--- config.mk ---
export PLATFORM = sky130hd
export DESIGN_NAME = twbo_arbiter
export DESIGN_NICKNAME = d
export VERILOG_FILES = /design/src/verilog/twbo_pkg.sv /design/src/verilog/twbo_arbiter.sv /design/src/verilog/twbo_decode.sv /design/src/verilog/twbo_sync.sv
export SDC_FILE = /design/constraint.sdc
export NUM_CORES = 1
export LEC_CHECK = 0
export ABC_AREA = 1
export BUFFER_PORTS_ARGS = -buffer_cell sky130_fd_sc_hd__clkbuf_2
export CAP_MARGIN = 20
export CORE_AREA = 10 10 139 141
export CTS_BUF_LIST = sky130_fd_sc_hd__clkbuf_4 sky130_fd_sc_hd__clkbuf_8
export DETAILED_ROUTE_END_ITERATION = 10
export DIE_AREA = 0 0 149 151
export MAX_ROUTING_LAYER = met4
export PLACE_DENSITY = 0.72
export SETUP_SLACK_MARGIN = 0.05
export SYNTH_ARGS = -nofsm -noshare
export SYNTH_HDL_FRONTEND = slang
export SYNTH_SLANG_ARGS = --single-unit
--- constraint.sdc ---
create_clock -name mclk -period 2.4 [get_ports mclk]
set_input_delay 0.48 -clock mclk [delete_from_list [all_inputs] [get_ports mclk]]
set_output_delay 0.48 -clock mclk [all_outputs]
set_load 0.05 [all_outputs]
--- src/verilog/twbo_pkg.sv ---
// package: states, carriers and constants of the three-wire bus ownership block
`default_nettype none
package twbo_pkg;
  localparam int TWBO_AW = 28;
  localparam int TWBO_NCS = 8;
  localparam int TWBO_NWE = 4;
  localparam int TWBO_NRAS = 2;
  localparam int TWBO_NCAS = 4;
  localparam int TWBO_WSW = 4;
  localparam int TWBO_TOP_LSB = 24;
  localparam logic [3:0] TWBO_TOP_ZERO = 4'h0;
  localparam logic [TWBO_WSW-1:0] TWBO_WS_ZERO = 4'h0;
  localparam logic [TWBO_WSW-1:0] TWBO_WS_ONE = 4'h1;
  // dram banks decode on address bits 27:16
  localparam int TWBO_DRAM_LSB = 16;
  localparam int TWBO_CS_LSB = 16;

  // gray codes along reset -> em -> implicit -> explicit
  typedef enum logic [1:0] {
    TWBO_RESET = 2'h0,
    TWBO_EM_OWN = 2'h1,
    TWBO_IMPL_OWN = 2'h3,
    TWBO_EXPL_OWN = 2'h2
  } twbo_own_e;

  typedef enum logic [1:0] {
    TWBO_AM_IDLE = 2'h0,
    TWBO_AM_DECODE = 2'h1,
    TWBO_AM_WAIT = 2'h3,
    TWBO_AM_NEGATE = 2'h2
  } twbo_am_e;

  typedef struct packed {
    logic [TWBO_AW-1:0] addr;
    logic read;
    logic [1:0] xfer_width_code;
  } twbo_cap_s;

  // one chip-select window
  typedef struct packed {
    logic [TWBO_AW-1:TWBO_CS_LSB] base;
    logic [TWBO_AW-1:TWBO_CS_LSB] mask;
    logic rd_en;
    logic wr_en;
    logic alt_master_auto_ack;
    logic [TWBO_WSW-1:0] wait_state_count;
  } twbo_cs_s;

  // one dram bank window
  typedef struct packed {
    logic [TWBO_AW-1:TWBO_DRAM_LSB] base;
    logic [TWBO_AW-1:TWBO_DRAM_LSB] mask;
    logic rd_en;
    logic wr_en;
  } twbo_dram_s;

  typedef struct packed {
    logic cs_hit;
    logic [TWBO_NCS-1:0] cs_sel;
    logic cs_ack;
    logic [TWBO_WSW-1:0] cs_ws;
    logic dram_hit;
    logic [TWBO_NRAS-1:0] ras_sel;
  } twbo_dec_s;
endpackage : twbo_pkg
`default_nettype wire

--- src/verilog/twbo_arbiter.sv ---
// bus ownership state machine with alternate-master memory control
`default_nettype none
module twbo_arbiter
  import twbo_pkg::*;
(
  input wire logic mclk,
  input wire logic rst,
  input wire logic watchdog_reset,
  input wire logic bus_grant_in_n,
  input wire logic bus_lock_bit,
  input wire logic core_bus_need,
  input wire logic core_cycle_active,
  input wire logic core_cycle_end,
  input wire logic core_burst_inhibit_more,
  input wire logic transfer_start_in_n,
  input wire logic [TWBO_AW-1:0] addr_in,
  input wire logic read_in,
  input wire logic [1:0] xfer_width_code_in,
  input wire logic top_addr_pins_are_addr,
  input wire twbo_cs_s [TWBO_NCS-1:0] cs_cfg,
  input wire twbo_dram_s [TWBO_NRAS-1:0] dram_cfg,
  input wire logic dram_addr_drive_en,
  input wire logic default_auto_ack,
  input wire logic [TWBO_WSW-1:0] default_wait_states,
  output twbo_own_e own_state,
  output logic bus_driven_out_n,
  output logic bus_request_out_n,
  output logic bus_drive_oe_n,
  output logic dram_addr_oe_n,
  output logic transfer_ack_out_n,
  output logic transfer_ack_oe_n,
  output logic [TWBO_NCS-1:0] chip_sel_n,
  output logic [TWBO_NWE-1:0] write_en_n,
  output logic [TWBO_NRAS-1:0] row_strobe_n,
  output logic [TWBO_NCAS-1:0] col_strobe_n,
  output logic dram_write_n,
  output logic core_may_start
);
  // ------------------------------------------------------------
  // pin synchronisers
  // ------------------------------------------------------------
  logic grant_n_s;
  logic ts_n_s;

  twbo_sync #(.W(2)) u_sync (
    .mclk(mclk),
    .rst(rst),
    .d({bus_grant_in_n, transfer_start_in_n}),
    .q({grant_n_s, ts_n_s})
  );

  logic granted;
  assign granted = !grant_n_s;

  // ------------------------------------------------------------
  // ownership state machine
  // ------------------------------------------------------------
  twbo_own_e next_own_state;
  logic next_bus_driven_out_n;
  logic next_bus_drive_oe_n;
  logic next_bus_request_out_n;
  logic next_core_may_start;
  logic cycle_done;

  // a burst-inhibited series only ends at its last transfer
  assign cycle_done = core_cycle_end && !core_burst_inhibit_more;

  always_comb begin
    next_own_state = own_state;
    if (watchdog_reset) begin
      next_own_state = TWBO_RESET;
    end else begin
      unique case (own_state)
        TWBO_RESET: begin
          next_own_state = granted ? TWBO_IMPL_OWN : TWBO_EM_OWN;
        end
        TWBO_IMPL_OWN, TWBO_EM_OWN: begin
          if (!granted) begin
            next_own_state = TWBO_EM_OWN;
          end else if (core_bus_need || bus_lock_bit) begin
            next_own_state = TWBO_EXPL_OWN;
          end else begin
            next_own_state = TWBO_IMPL_OWN;
          end
        end
        TWBO_EXPL_OWN: begin
          if (granted || bus_lock_bit) begin
            next_own_state = TWBO_EXPL_OWN;
          end else if (!core_cycle_active || cycle_done) begin
            next_own_state = TWBO_EM_OWN;
          end
        end
      endcase
    end
    // outputs follow the next state so they are flops of it
    next_bus_driven_out_n = (next_own_state != TWBO_EXPL_OWN);
    next_bus_drive_oe_n = (next_own_state != TWBO_EXPL_OWN);
    // registered copy of the core request only while granted and driven both negated
    next_bus_request_out_n = bus_request_out_n;
    if (!granted && bus_driven_out_n) begin
      next_bus_request_out_n = !core_bus_need;
    end
    // one cycle after grant the core may launch a transfer
    next_core_may_start = (next_own_state == TWBO_EXPL_OWN) && granted;
  end

  always_ff @(posedge mclk or posedge rst) begin
    if (rst) begin
      own_state <= TWBO_RESET;
      bus_driven_out_n <= 1'b1;
      bus_drive_oe_n <= 1'b1;
      bus_request_out_n <= 1'b1;
      core_may_start <= 1'b0;
    end else begin
      own_state <= next_own_state;
      bus_driven_out_n <= next_bus_driven_out_n;
      bus_drive_oe_n <= next_bus_drive_oe_n;
      bus_request_out_n <= next_bus_request_out_n;
      core_may_start <= next_core_may_start;
    end
  end

  // ------------------------------------------------------------
  // alternate master capture and decode
  // ------------------------------------------------------------
  twbo_cap_s cap;
  twbo_cap_s next_cap;
  twbo_dec_s dec;
  twbo_am_e am_state;
  twbo_am_e next_am_state;
  logic [TWBO_WSW-1:0] ws_cnt;
  logic [TWBO_WSW-1:0] next_ws_cnt;
  logic am_start;

  // watch only while the device is not driving
  assign am_start = !ts_n_s && bus_driven_out_n && am_state == TWBO_AM_IDLE;

  always_comb begin
    next_cap = cap;
    if (am_start) begin
      next_cap.addr = addr_in;
      next_cap.read = read_in;
      next_cap.xfer_width_code = xfer_width_code_in;
      if (!top_addr_pins_are_addr) begin
        next_cap.addr[TWBO_AW-1:TWBO_TOP_LSB] = TWBO_TOP_ZERO;
      end
    end
  end

  twbo_decode u_decode (
    .cap(cap),
    .cs_cfg(cs_cfg),
    .dram_cfg(dram_cfg),
    .dec(dec)
  );

  // ------------------------------------------------------------
  // memory control and acknowledge sequencing
  // ------------------------------------------------------------
  logic ack_en;
  logic next_ack_en;
  logic next_transfer_ack_out_n;
  logic next_transfer_ack_oe_n;
  logic next_dram_addr_oe_n;
  logic [TWBO_NCS-1:0] next_chip_sel_n;
  logic [TWBO_NWE-1:0] next_write_en_n;
  logic [TWBO_NRAS-1:0] next_row_strobe_n;
  logic [TWBO_NCAS-1:0] next_col_strobe_n;
  logic next_dram_write_n;

  always_comb begin
    next_am_state = am_state;
    next_ws_cnt = ws_cnt;
    next_ack_en = ack_en;
    next_transfer_ack_out_n = transfer_ack_out_n;
    next_transfer_ack_oe_n = transfer_ack_oe_n;
    next_dram_addr_oe_n = dram_addr_oe_n;
    next_chip_sel_n = chip_sel_n;
    next_write_en_n = write_en_n;
    next_row_strobe_n = row_strobe_n;
    next_col_strobe_n = col_strobe_n;
    next_dram_write_n = dram_write_n;
    unique case (am_state)
      TWBO_AM_IDLE: begin
        next_transfer_ack_oe_n = 1'b1;
        next_transfer_ack_out_n = 1'b1;
        if (am_start) begin
          next_am_state = TWBO_AM_DECODE;
        end
      end
      TWBO_AM_DECODE: begin
        // decode cycle: start memory control on the next edge
        next_am_state = TWBO_AM_WAIT;
        next_ack_en = 1'b0;
        next_ws_cnt = TWBO_WS_ZERO;
        if (dec.cs_hit) begin
          next_chip_sel_n = ~dec.cs_sel;
          next_write_en_n = (|dec.cs_sel && !cap.read) ? '0 : '1;
          next_ack_en = dec.cs_ack && |dec.cs_sel;
          next_ws_cnt = dec.cs_ws;
        end else if (dec.dram_hit) begin
          next_row_strobe_n = ~dec.ras_sel;
          next_col_strobe_n = |dec.ras_sel ? '0 : '1;
          next_dram_write_n = !(|dec.ras_sel && !cap.read);
          next_ack_en = |dec.ras_sel;
          next_dram_addr_oe_n = !dram_addr_drive_en;
        end else begin
          next_ack_en = default_auto_ack;
          next_ws_cnt = default_wait_states;
        end
        if (next_ack_en) begin
          next_transfer_ack_oe_n = 1'b0;
          next_transfer_ack_out_n = (next_ws_cnt != TWBO_WS_ZERO);
        end
        if (!next_ack_en || next_ws_cnt == TWBO_WS_ZERO) begin
          next_am_state = next_ack_en ? TWBO_AM_NEGATE : TWBO_AM_WAIT;
        end
      end
      TWBO_AM_WAIT: begin
        if (ack_en) begin
          next_ws_cnt = ws_cnt - TWBO_WS_ONE;
          if (ws_cnt == TWBO_WS_ONE) begin
            next_transfer_ack_out_n = 1'b0;
            next_am_state = TWBO_AM_NEGATE;
          end
        end else if (!ts_n_s) begin
          // no acknowledge of ours: a start seen here returns to idle, otherwise negate follows
          next_am_state = TWBO_AM_IDLE;
        end
        if (!ack_en && ts_n_s) begin
          next_am_state = TWBO_AM_NEGATE;
        end
      end
      TWBO_AM_NEGATE: begin
        next_transfer_ack_out_n = 1'b1;
        next_chip_sel_n = '1;
        next_write_en_n = '1;
        next_row_strobe_n = '1;
        next_col_strobe_n = '1;
        next_dram_write_n = 1'b1;
        next_dram_addr_oe_n = 1'b1;
        next_am_state = TWBO_AM_IDLE;
      end
    endcase
    if (!bus_driven_out_n) begin
      next_am_state = TWBO_AM_IDLE;
    end
  end

  always_ff @(posedge mclk or posedge rst) begin
    if (rst) begin
      am_state <= TWBO_AM_IDLE;
      cap <= '0;
      ws_cnt <= TWBO_WS_ZERO;
      ack_en <= 1'b0;
      transfer_ack_out_n <= 1'b1;
      transfer_ack_oe_n <= 1'b1;
      dram_addr_oe_n <= 1'b1;
      chip_sel_n <= '1;
      write_en_n <= '1;
      row_strobe_n <= '1;
      col_strobe_n <= '1;
      dram_write_n <= 1'b1;
    end else begin
      am_state <= next_am_state;
      cap <= next_cap;
      ws_cnt <= next_ws_cnt;
      ack_en <= next_ack_en;
      transfer_ack_out_n <= next_transfer_ack_out_n;
      transfer_ack_oe_n <= next_transfer_ack_oe_n;
      dram_addr_oe_n <= next_dram_addr_oe_n;
      chip_sel_n <= next_chip_sel_n;
      write_en_n <= next_write_en_n;
      row_strobe_n <= next_row_strobe_n;
      col_strobe_n <= next_col_strobe_n;
      dram_write_n <= next_dram_write_n;
    end
  end
endmodule : twbo_arbiter
`default_nettype wire

--- src/verilog/twbo_decode.sv ---
// address decoder for alternate-master transfers
`default_nettype none
module twbo_decode
  import twbo_pkg::*;
(
  input wire twbo_cap_s cap,
  input wire twbo_cs_s [TWBO_NCS-1:0] cs_cfg,
  input wire twbo_dram_s [TWBO_NRAS-1:0] dram_cfg,
  output twbo_dec_s dec
);
  function automatic logic dir_ok(input logic rd, input logic rd_en, input logic wr_en);
    dir_ok = rd ? rd_en : wr_en;
  endfunction : dir_ok

  always_comb begin
    dec = '0;
    // attribute and transfer-type inputs are not part of the match
    for (int i = TWBO_NCS - 1; i >= 0; i--) begin
      if (((cap.addr[TWBO_AW-1:TWBO_CS_LSB] ^ cs_cfg[i].base) & ~cs_cfg[i].mask) == '0) begin
        dec.cs_hit = 1'b1;
        dec.cs_sel = '0;
        if (dir_ok(cap.read, cs_cfg[i].rd_en, cs_cfg[i].wr_en)) begin
          dec.cs_sel[i] = 1'b1;
        end
        dec.cs_ack = cs_cfg[i].alt_master_auto_ack;
        dec.cs_ws = cs_cfg[i].wait_state_count;
      end
    end
    for (int j = TWBO_NRAS - 1; j >= 0; j--) begin
      if (!dec.cs_hit && dram_cfg[j].mask != '1 &&
          ((cap.addr[TWBO_AW-1:TWBO_DRAM_LSB] ^ dram_cfg[j].base) & ~dram_cfg[j].mask) == '0)
      begin
        dec.dram_hit = 1'b1;
        dec.ras_sel = '0;
        if (dir_ok(cap.read, dram_cfg[j].rd_en, dram_cfg[j].wr_en)) begin
          dec.ras_sel[j] = 1'b1;
        end
      end
    end
  end
endmodule : twbo_decode
`default_nettype wire

--- src/verilog/twbo_sync.sv ---
// two-flop synchroniser for pin inputs
`default_nettype none
module twbo_sync
  import twbo_pkg::*;
#(
  parameter int W = 1
) (
  input wire logic mclk,
  input wire logic rst,
  input wire logic [W-1:0] d,
  output logic [W-1:0] q
);
  logic [W-1:0] meta;
  logic [W-1:0] next_meta;
  logic [W-1:0] next_q;

  always_comb begin
    next_meta = d;
    next_q = meta;
  end

  always_ff @(posedge mclk or posedge rst) begin
    if (rst) begin
      meta <= '0;
      q <= '0;
    end else begin
      meta <= next_meta;
      q <= next_q;
    end
  end
endmodule : twbo_sync
`default_nettype wire
Yosys cells after proc, flatten, opt, wreduce, memory -nomap -nowiden
Cells that the tools add are included.
W data, S select, Z words.
- register bits after elaboration: 67
- input bits: 348
- output and inout bits: 28
- word-level logic and storage cells: 206
- $add $sub $neg: 1
- eq/ne operators: 20
- mux-type cells: 79
- bitwise gates (word level): 32
- reductions and logical operators: 55
- operators by type and width (cell ; number):
    $and A12 B12 Y12 ; 10
    $logic_not A12 Y1 ; 10
    $not A12 Y12 ; 10
    $xor A12 B12 Y12 ; 10
    $mux W14 ; 8
    $mux W4 ; 10
    $mux W1 ; 34
    $mux W2 ; 13
    $ne A12 B12 Y1 const B ; 2
    $pmux W4 S2 ; 3
    $pmux W8 S2 ; 1
    $ne A2 B2 Y1 const B ; 7
    $logic_and A1 B1 Y1 ; 13
    $logic_not A1 Y1 ; 11
    $eq A2 B2 Y1 const B ; 5
    $ne A5 B5 Y1 const B ; 2
    $reduce_and A3 Y1 ; 3
    $mux W8 ; 1
    $not A8 Y8 ; 1
    $pmux W2 S4 ; 1
    $reduce_or A8 Y1 ; 1
    $mux W3 ; 2
    $pmux W1 S2 ; 3
    $pmux W2 S3 ; 1
    14 further kinds ; 25

Depth between registers and ports, before layout
Gate-level depths: netlist of the first run.
- word-level depth: 25
- depth in mapped cells: 20
- gate-level depth less buffers: 19

By module
Synthesis of the first run repeated with hierarchy kept, for this count alone.
- cells, all modules: 1011
- area total of the unflattened synthesis: 6095.8 µm²
- by module, submodules not included (module ; times used ; cells an instance ; area an instance (µm²) ; sequential area each (µm²)):
    twbo_decode ; 1 ; 696 ; 3313.2 ; 0.0
    twbo_arbiter ; 1 ; 310 ; 2678.8 ; 1498.9
    twbo_sync ; 1 ; 5 ; 103.8 ; 100.1

Worst setup path after synthesis of the first run
Ideal clock, no wire load.
- kind: input-to-reg
- from: in cs_cfg[51] (netlist bit)
- to: reg am_state[0]
- library setup time: 0.117 ns
- arrival time: 1.896 ns
- data required time: 2.283 ns
- slack: 0.387 ns
- cell stages on the path: 15
- path buffers: 0
- cell sequence: or2_2 nand2_1 nand2_1 nor2_1 nand3_4 nand2_2 nor2_2 a21oi_1 nand2_1 nor2_2 nand2_1 nor2_2 nand2_1 nand2_1 nand2_1
- cells in the longest elaborated chain, start to end: 19
- elaborated cells between the ends (all ways): 28
- those cells by class: 14 x mux; 2 x bitwise; 12 x reduce/logical
- ends and longest elaborated chain (element ; RTL line ; RTL):
    from (decl) ; twbo_arbiter.sv:20 ; input wire twbo_cs_s [TWBO_NCS-1:0] cs_cfg,
    $xor A12 B12 Y12 * ; twbo_decode.sv:19 ; if (((cap.addr[TWBO_AW-1:TWBO_CS_LSB] ^ cs_cfg[i].base) & ~cs_cfg[i].mask) == '0) begin
    $and A12 B12 Y12 * ; twbo_decode.sv:19 ;
    $logic_not A12 Y1 * ; twbo_decode.sv:19 ;
    $mux W14 * (2 in series) ; twbo_decode.sv:19 ;
    $logic_not A1 Y1 ; twbo_decode.sv:30 ; if (!dec.cs_hit && dram_cfg[j].mask != '1 &&
    $logic_and A1 B1 Y1 (2 in series) ; twbo_decode.sv:30 ;
    $mux W3 (2 in series) ; twbo_decode.sv:30 ;
    $reduce_or A2 Y1 ; twbo_arbiter.sv:205 ; next_ack_en = |dec.ras_sel;
    $mux W1 ; twbo_arbiter.sv:201 ; end else if (dec.dram_hit) begin
    $mux W1 ; twbo_arbiter.sv:196 ; if (dec.cs_hit) begin
    $mux W1 ; twbo_arbiter.sv:183 ; unique case (am_state)
    $logic_not A1 Y1 ; twbo_arbiter.sv:215 ; if (!next_ack_en || next_ws_cnt == TWBO_WS_ZERO) begin
    $logic_or A1 B1 Y1 ; twbo_arbiter.sv:215 ;
    $mux W1 * ; twbo_arbiter.sv:215 ;
    $pmux W2 S4 * ; twbo_arbiter.sv:183 ;
    $mux W2 * ; twbo_arbiter.sv:245 ; if (!bus_driven_out_n) begin
    to (signal assigned) ; twbo_arbiter.sv:265 ; am_state <= next_am_state;
    to (decl) ; twbo_arbiter.sv:129 ; twbo_am_e am_state;
Mark *: on every way between the ends. The rest lies on a longest branch, timed or not. The select of a mux whose other input is x is not followed.
A chain may end at the register's enable or synchronous reset.

Worst setup path after layout of the first run
- from: reg, netlist name cap[23]
- to: reg chip_sel_n[6]
- cells in the longest elaborated chain, start to end: 13
- elaborated cells between the ends (all ways): 37
- those cells by class: 1 x eq/ne; 10 x mux; 17 x bitwise; 9 x reduce/logical
- ends and longest elaborated chain (element ; RTL line ; RTL):
    $xor A12 B12 Y12 ; twbo_decode.sv:19 ;
    $and A12 B12 Y12 ; twbo_decode.sv:19 ;
    $logic_not A12 Y1 ; twbo_decode.sv:19 ;
    $mux W14 (7 in series) ; twbo_decode.sv:19 ;
    $mux W14 * ; twbo_decode.sv:19 ;
    $ne A2 B2 Y1 (no source line) or $mux W8 (tied branches) ; n/a ;
    $reduce_and A2 Y1 (no source line) or $pmux W8 S2 (tied branches) ; n/a ;
    to (signal assigned) ; twbo_arbiter.sv:272 ; chip_sel_n <= next_chip_sel_n;
    to (decl) ; twbo_arbiter.sv:32 ; output logic [TWBO_NCS-1:0] chip_sel_n,
Marks and branches as above.

==> results of run 1 <==
## registers in the layout, indices dropped and copies added (netlist names)
register / count
transfer_ack_out_n: 1
row_strobe_n: 2
chip_sel_n: 8
dram_addr_oe_n: 1
core_may_start: 1
dram_write_n: 1
u_sync.meta: 2
u_sync.q: 2
col_strobe_n: 1
am_state: 2
bus_drive_oe_n: 1
bus_request_out_n: 1
write_en_n: 1
ws_cnt: 4
cap: 13
own_state: 2
transfer_ack_oe_n: 1
ack_en: 1
## per-stage QoR
stage / setup TNS, ns / cell area [um2] / power [W]
after floorplan: 0 / 5630 / 0.00421
after global placement: -0.311 / 8110 / 0.00576
after detailed placement: -0.601 / 8110 / 0.00586
after CTS: 0 / 8360 / 0.00656
after global routing: -1.69 / 8530 / 0.00729
final: -0.0833 / 8530 / 0.00670
## repair_timing
| item | 4_1_cts | 5_1_grt |
|---|---|---|
| pin swaps | 11 | 24 |
| gates cloned | 0 | 0 |
| gates resized for setup | 32 | 38 |
| setup endpoints to repair | 14 | 22 |
| setup buffers | 8 | 5 |
| hold endpoints to repair | 0 | 0 |
## area by class of cell
| cell class | instances | area [um2] | share of cell area (%) |
|---|---|---|---|
| diodes | 1 | 2.50 | 0.0293 |
| clock buffers | 5 | 68.8 | 0.806 |
| clock inverters | 3 | 23.8 | 0.279 |
| inverters | 136 | 520 | 6.10 |
| multi-input cells | 786 | 3910 | 45.8 |
| flip-flops and latches | 45 | 1160 | 13.6 |
| well taps | 220 | 275 | 3.23 |
| repair buffers | 448 | 2570 | 30.2 |
## power groups by stage
stage	sequential [W]	combinational, W	clock, W
after global routing	0.00140	0.00531	0.000580
after CTS	0.00134	0.00467	0.000546
final	0.00136	0.00481	0.000530
after global placement	0.00134	0.00442	0
after detailed placement	0.00136	0.00450	0
after floorplan	0.00154	0.00267	0
## cells in the mapped netlist (2+ instances only)
cell      instances  share of area (%)
o21ai_0          31                2.8
a21oi_1          24                2.1
nor2_2           27                3.0
nand2_1         381                 25
o21ai_1           3               0.27
buf_2             3               0.27
nand3_1          53                4.7
nor2_4            2               0.40
nor2_8            3                1.1
inv_2            14               0.93
xnor2_1           7                1.1
a31oi_1           7               0.78
clkbuf_1          3               0.20
buf_4            11                1.5
nand2_2           7               0.78
inv_1           120                8.0
dfrtp_1          27                 12
or2_2             2               0.22
mux2i_1           4               0.71
ha_1              2               0.44
nand2_4           2               0.40
buf_6            11                2.2
or2_0             3               0.33
nand3_2           9                1.6
nor2_1          140                9.3
nand3b_1         43                5.7
o31ai_1           3               0.40
nand4_1          12                1.3
nand3_4           5                1.6
nor3_1            4               0.36
dfstp_2          18                8.4
## critical path, stage by stage, from the launching register on
cell and delay (ns):
dfrtp_1 0.45, inv_2 0.14, buf_6 0.11, nand2_2 0.04, nand3b_1 0.08, nand2_2 0.08
nor2_4 0.19, nand3_4 0.19, nand2_4 0.15, nor2_4 0.06, nand2_4 0.09, nor2_8 0.08
buf_4 0.13, o21ai_1 0.19, buf_4 0.18, nor2_1 0.04, a31oi_1 0.15
## per-layer routing
layer / track usage [%] / vias up / routed length [um]
met5: - / - / 0
met4: 6.43 / 0 / 722
met3: 4.12 / 44 / 1680
met2: 38.9 / 268 / 13000
met1: 27.9 / 3395 / 11300
li1: - / 3946 / -
## logic make-up after synthesis
kind of cell	count (synthesis)	synth area share, %
DFF	45	20.4
AOI/OAI and AO/OA	75	7.31
adders and majority gates	2	0.444
buffers and inverters	164	13.2
muxes	4	0.711
and+or+nand+nor	697	56.7
xor gates and xnor gates	8	1.24
## how the worst max path moves through the flow
stage	startpoint	endpoint	slack, ns
after floorplan	cs_cfg[51]	am_state[0]$_DFFE_PP0P_	0.39
after global placement	cs_cfg[51]	am_state[0]$_DFFE_PP0P_	-0.1
after detailed placement	cs_cfg[148]	am_state[0]$_DFFE_PP0P_	-0.16
after CTS	cap[21]$_DFFE_PP0P_	am_state[0]$_DFFE_PP0P_	0.03
after global routing	cap[21]$_DFFE_PP0P_	am_state[0]$_DFFE_PP0P_	-0.17
final	cap[23]$_DFFE_PP0P_	chip_sel_n[6]$_DFFE_PP1P_	-0.03
==> run summary, run 1 <==
status: finished with violations
failing checks: setup timing
Area Growth Syn to Fin: 51.5%
chip width: 149 um
core area: 16500 um2
worst r2r dst: chip_sel_n[6]$_DFFE_PP1P_
FF-to-FF Start: cap[23]$_DFFE_PP0P_
Final Max Tran Viols: 0
largest net degree at the start of global routing: 31
post-synthesis cell area: 5630 um2
post-route minimum period: 2.43 ns
Fmax: 411 MHz
via/cell ratio: 4.66
cts hold-fix bufs: 0
switch share: 52.3%
synthesis-stage register bit count: 45
Placer Congestion: 0.971
die footprint: 22500 um2
P_int: 0.00320 W
first-pass GRT wire length: 39700 um
drt pass-1 iters: 5
hpwl dp: 23600 um
Logic pwr share: 71.8%
R2R Setup Slk: -0.03 ns
Total GRT Usage: 23.1%
worst hold margin: 0.224 ns
final worst path period share: 101%
final worst slack: -0.0348 ns
Fin. Hold Viols: 0
fin util: 51.8%
Post-synth top flop: dfrtp_1
vias: 7653
number of synthesized flops with an enable pin: 0
Starting Density: 34.2%
commonest cells after routing, fill and taps aside: nand2_1 (373), clkbuf_2 (357), nor2_1 (130)
pre-CTS setup slack: -0.164 ns
worst-margin pin slew: 0.651 ns
Critical Path AT: 2.68 ns
antenna violations before repair: 1
non-filler cells in the finished layout: 1644
RSZ-0062 raised after global routing: true
sequential share of the synthesized area: 20.4%
CTS max path bufs: 2
layout cells sized above 1: 41.3%
Die Span Y: 151 um
PortBufs: 357
clk root buf: clkbuf_8
Pleak: 5.00 nW
Synth Area per Inst: 5.66 um2
clock latency on the worst-skew pair: 0.32 ns
Final setup viols: 5
relative slew slack: 56.5%
CTS sink cnt: 45
# DRC: 0
Async S/R FF share, synth: 100%
Num CTS Buffers: 5
Syn Nets: 1345
CTS tree: yes
max-cap viol count: 0
Worst-path clk slew: 0.11 ns
H-tree Lvls: 2
Routed Antenna Nets: 0
Rows: 47
Cells after Synth: 995
vias in the first global route: 7442
WL/cell: 16.2 um
Psw: 0.00351 W
CP endpoint kind: flip-flop
kind of critical path: reg2reg
Final nets: 1772
Critical Path RT: 2.64 ns
number of I/O pins: 376
DP Cell Count: 1623
CP Max Fanout: 8
FILL cells: 1709
pwr dens: 786 nW/um2
1st-iter DRT viols: 344
Cell variety after synth: 45
clock share of power: 7.9%
total gr overflow: 0
Max VDD drop: 0.000354 V
CP startpoint kind: flip-flop
Hold Crit Class: in2async
Sequential Power Share: 20.3%
final WL: 26700 um
Clock Skews: 0.0102 ns
R2R cell count: 16
most common cell after layout, fill and taps aside: nand2_1
synth warn: 0
Power figures use the tool's default switching activity.
==> run 2, diff against run 1 <==
==> constraint.sdc (replaced) <==
create_clock -name mclk -period 2.57 [get_ports mclk]
set_input_delay 0.514 -clock mclk [delete_from_list [all_inputs] [get_ports mclk]]
set_output_delay 0.514 -clock mclk [all_outputs]
set_load 0.05 [all_outputs]
==> run 2 against run 1 <==
Effect of this change: the flow now finishes without violations; setup slack improved by 0.23 ns; clock power rose by 6.4%; via count fell by 2.0%; cell count down 1.8%; sequential share of layout area increased by 0.45 points; highest routed layer unchanged; critical path depth is 3 higher; hold slack lost 0.015 ns; first-iteration DRC count up 13%; clock skew fell by 0.0052 ns; non-clock buffer count shrank 32; largest cell class unchanged; critical path type unchanged; sequential cell count stayed put; final area down 3.2%.
==> run summary, run 2 (synthesized netlist as in run 1, its figures left out) <==
status: completed (was finished with violations)
# DRC: 0 (unchanged)
vias: 7497 (was 7653)
biggest regs: cap x13, chip_sel_n x8, ws_cnt x4 (unchanged)
CP startpoint kind: flip-flop (unchanged)
Starting Density: 34.2% (unchanged)
final WL: 26500 um (was 26700 um)
RSZ-0062 raised after global routing: true (unchanged)
core area: 16500 um2 (unchanged)
Die Span Y: 151 um (unchanged)
CTS tree: yes (unchanged)
FF+latch area: 1160 um2 (unchanged)
vias in the first global route: 7322 (was 7442)
cts hold-fix bufs: 0 (unchanged)
commonest cells after routing, fill and taps aside: nand2_1 (380), clkbuf_2 (357), nor2_1 (131) (was nand2_1 (373), clkbuf_2 (357), nor2_1 (130))
R2R cell count: 19 (was 16)
Psw: 0.00321 W (was 0.00351 W)
max-cap viol count: 0 (unchanged)
Num CTS Buffers: 5 (unchanged)
Pleak: 4.83 nW (was 5.00 nW)
Worst-path clk slew: 0.09 ns (was 0.11 ns)
clk root buf: clkbuf_8 (unchanged)
CTS sink cnt: 45 (unchanged)
P_int: 0.00291 W (was 0.00320 W)
crit-path leading delay family: simple AND/OR/NAND/NOR gates (unchanged)
CP endpoint kind: flip-flop (unchanged)
kind of critical path: reg2reg (unchanged)
1st-iter DRT viols: 388 (was 344)
crit path cell chain: buf_4 > nand2_1 > nand3b_1 > nand2_1 > nor2_1 > buf_4 > nand3_4 > inv_1 > buf_4 > nand3_1 > nand2_1 > a21oi_2 > nand2_1 > nand2_1 > nand2_1 > nor2_2 > nand2_1 > nand2_1 > nand2_1 (was inv_2 > buf_6 > nand2_2 > nand3b_1 > nand2_2 > nor2_4 > nand3_4 > nand2_4 > nor2_4 > nand2_4 > nor2_8 > buf_4 > o21ai_1 > buf_4 > nor2_1 > a31oi_1)
via/cell ratio: 4.64 (was 4.66)
worst r2r dst: am_state[0]$_DFFE_PP0P_ (was chip_sel_n[6]$_DFFE_PP1P_)
final worst path period share: 92.4% (was 101%)
Placer Congestion: 0.962 (was 0.971)
Total GRT Usage: 22.9% (was 23.1%)
FF-to-FF Start: cap[25]$_DFFE_PP0P_ (was cap[23]$_DFFE_PP0P_)
die footprint: 22500 um2 (unchanged)
Critical Path AT: 2.58 ns (was 2.68 ns)
Area Growth Syn to Fin: 46.6% (was 51.5%)
max FFs per register: 13 (unchanged)
post-route minimum period: 2.37 ns (was 2.43 ns)
Fmax: 421 MHz (was 411 MHz)
drt pass-1 iters: 5 (unchanged)
clock latency on the worst-skew pair: 0.30 ns (was 0.32 ns)
worst-margin pin slew: 0.506 ns (was 0.651 ns)
Routed Antenna Nets: 0 (unchanged)
Logic pwr share: 70.0% (was 71.8%)
switch share: 52.4% (was 52.3%)
Max VDD drop: 0.000342 V (was 0.000354 V)
most used cell, CP: nand2_1
FILL cells: 1758 (was 1709)
clock share of power: 9.2% (was 7.9%)
Clock Skews: 0.00497 ns (was 0.0102 ns)
total gr overflow: 0 (unchanged)
Final setup viols: 0 (was 5)
DP Cell Count: 1586 (was 1623)
PortBufs: 357 (unchanged)
Max stage delay on crit path: 0.47 ns (was 0.45 ns)
Final Max Tran Viols: 0 (unchanged)
most common cell after layout, fill and taps aside: nand2_1 (unchanged)
non-filler cells in the finished layout: 1614 (was 1644)
Critical Path RT: 2.77 ns (was 2.64 ns)
hpwl dp: 23300 um (was 23600 um)
R2R Setup Slk: 0.20 ns (was -0.03 ns)
layout cells sized above 1: 38.8% (was 41.3%)
H-tree Lvls: 2 (unchanged)
Final nets: 1742 (was 1772)
pwr dens: 742 nW/um2 (was 786 nW/um2)
Hold Crit Class: in2async (unchanged)
chip width: 149 um (unchanged)
CP bufs+invs: 4 (unchanged)
antenna violations before repair: 1 (unchanged)
Fin. Hold Viols: 0 (unchanged)
number of I/O pins: 376 (unchanged)
setup TNS: 0 ns (was -0.0833 ns)
first-pass GRT wire length: 39200 um (was 39700 um)
CP Max Fanout: 5 (was 8)
Multi-input gate area: 3870 um2 (was 3910 um2)
CTS max path bufs: 2 (unchanged)
Top reg by flops: cap (unchanged)
Critical-path top delay cell: dfrtp_2 (was dfrtp_1)
Rows: 47 (unchanged)
WL/cell: 16.4 um (was 16.2 um)
relative slew slack: 66.2% (was 56.5%)
Sequential Power Share: 20.8% (was 20.3%)
largest net degree at the start of global routing: 22 (was 31)
-- run 2: changes by cell type in the layout (fill, tap and decap cells not counted), sizes merged --
cell and change:
nor2 +1, bufinv +1, inv -3, nand3 +1
buf -32, clkinvlp +2
-- run 2: how the worst max path moves through the flow --
stage	slack, ns	depth (start not counted)	to	startpoint
finish	0.20	19	am_state[0]$_DFFE_PP0P_	cap[25]$_DFFE_PP0P_
global placement	0.04	17	am_state[0]$_DFFE_PP0P_	cs_cfg[51]
global route	0.009	18	am_state[0]$_DFFE_PP0P_	cap[21]$_DFFE_PP0P_
floorplan	0.52	15	am_state[0]$_DFFE_PP0P_	cs_cfg[51]
detailed placement	0.03	17	am_state[0]$_DFFE_PP0P_	cs_cfg[51]
CTS	0.07	15	am_state[0]$_DFFE_PP0P_	cap[24]$_DFFE_PP0P_
-- run 2: per-layer routing --
| metal | up-vias | track usage [%] | part of all wire, % | wire length, um |
|---|---|---|---|---|
| met4 | 0 | 4.56 | 1.5 | 393 |
| met3 | 21 | 3.76 | 6.2 | 1640 |
| li1 | 3894 | - | - | - |
| met1 | 3328 | 27.4 | 42 | 11200 |
| met2 | 254 | 39.8 | 50 | 13300 |
| met5 | - | - | 0 | 0 |
-- run 2: power by group through the flow --
stage | logic, W | clock network (W) | registers, W
2_1_floorplan | 0.00250 | 0 | 0.00144
3_3_place_gp | 0.00385 | 0 | 0.00127
3_5_place_dp | 0.00391 | 0 | 0.00128
4_1_cts | 0.00393 | 0.000581 | 0.00127
5_1_grt | 0.00476 | 0.000616 | 0.00131
6_report | 0.00429 | 0.000564 | 0.00127
-- run 2: layout make-up --
class | instances | share of cell area [%]
diodes | 1 | 0.0303
clock buffers | 5 | 0.833
clock inverters | 3 | 0.561
inverters | 136 | 6.35
multi-input cells | 788 | 46.9
flip-flops and latches | 45 | 14.0
well taps | 220 | 3.33
repair buffers | 416 | 27.9
-- run 2: timing repair --
| item | CTS | global route |
|---|---|---|
| resized for setup | 2 | 42 |
| gates cloned | 0 | 2 |
| setup endpoints to repair | 3 | 14 |
| setup buffers | 0 | 17 |
| pin swaps | 0 | 9 |
-- run 2: per-stage QoR --
step / worst slack, ns / total power [W] / hold WS [ns] / utilization (%) / instance area [um2]
after floorplan: 0.523 / 0.00393 / 0.331 / - / 5630
after global placement: 0.0383 / 0.00512 / 0.336 / 47.5 / 7820
after detailed placement: 0.0316 / 0.00519 / 0.340 / 47.5 / 7820
after CTS: 0.0718 / 0.00578 / 0.227 / 48.2 / 7940
after global routing: 0.00892 / 0.00668 / 0.256 / 50.2 / 8260
final: 0.195 / 0.00613 / 0.209 / 50.2 / 8260
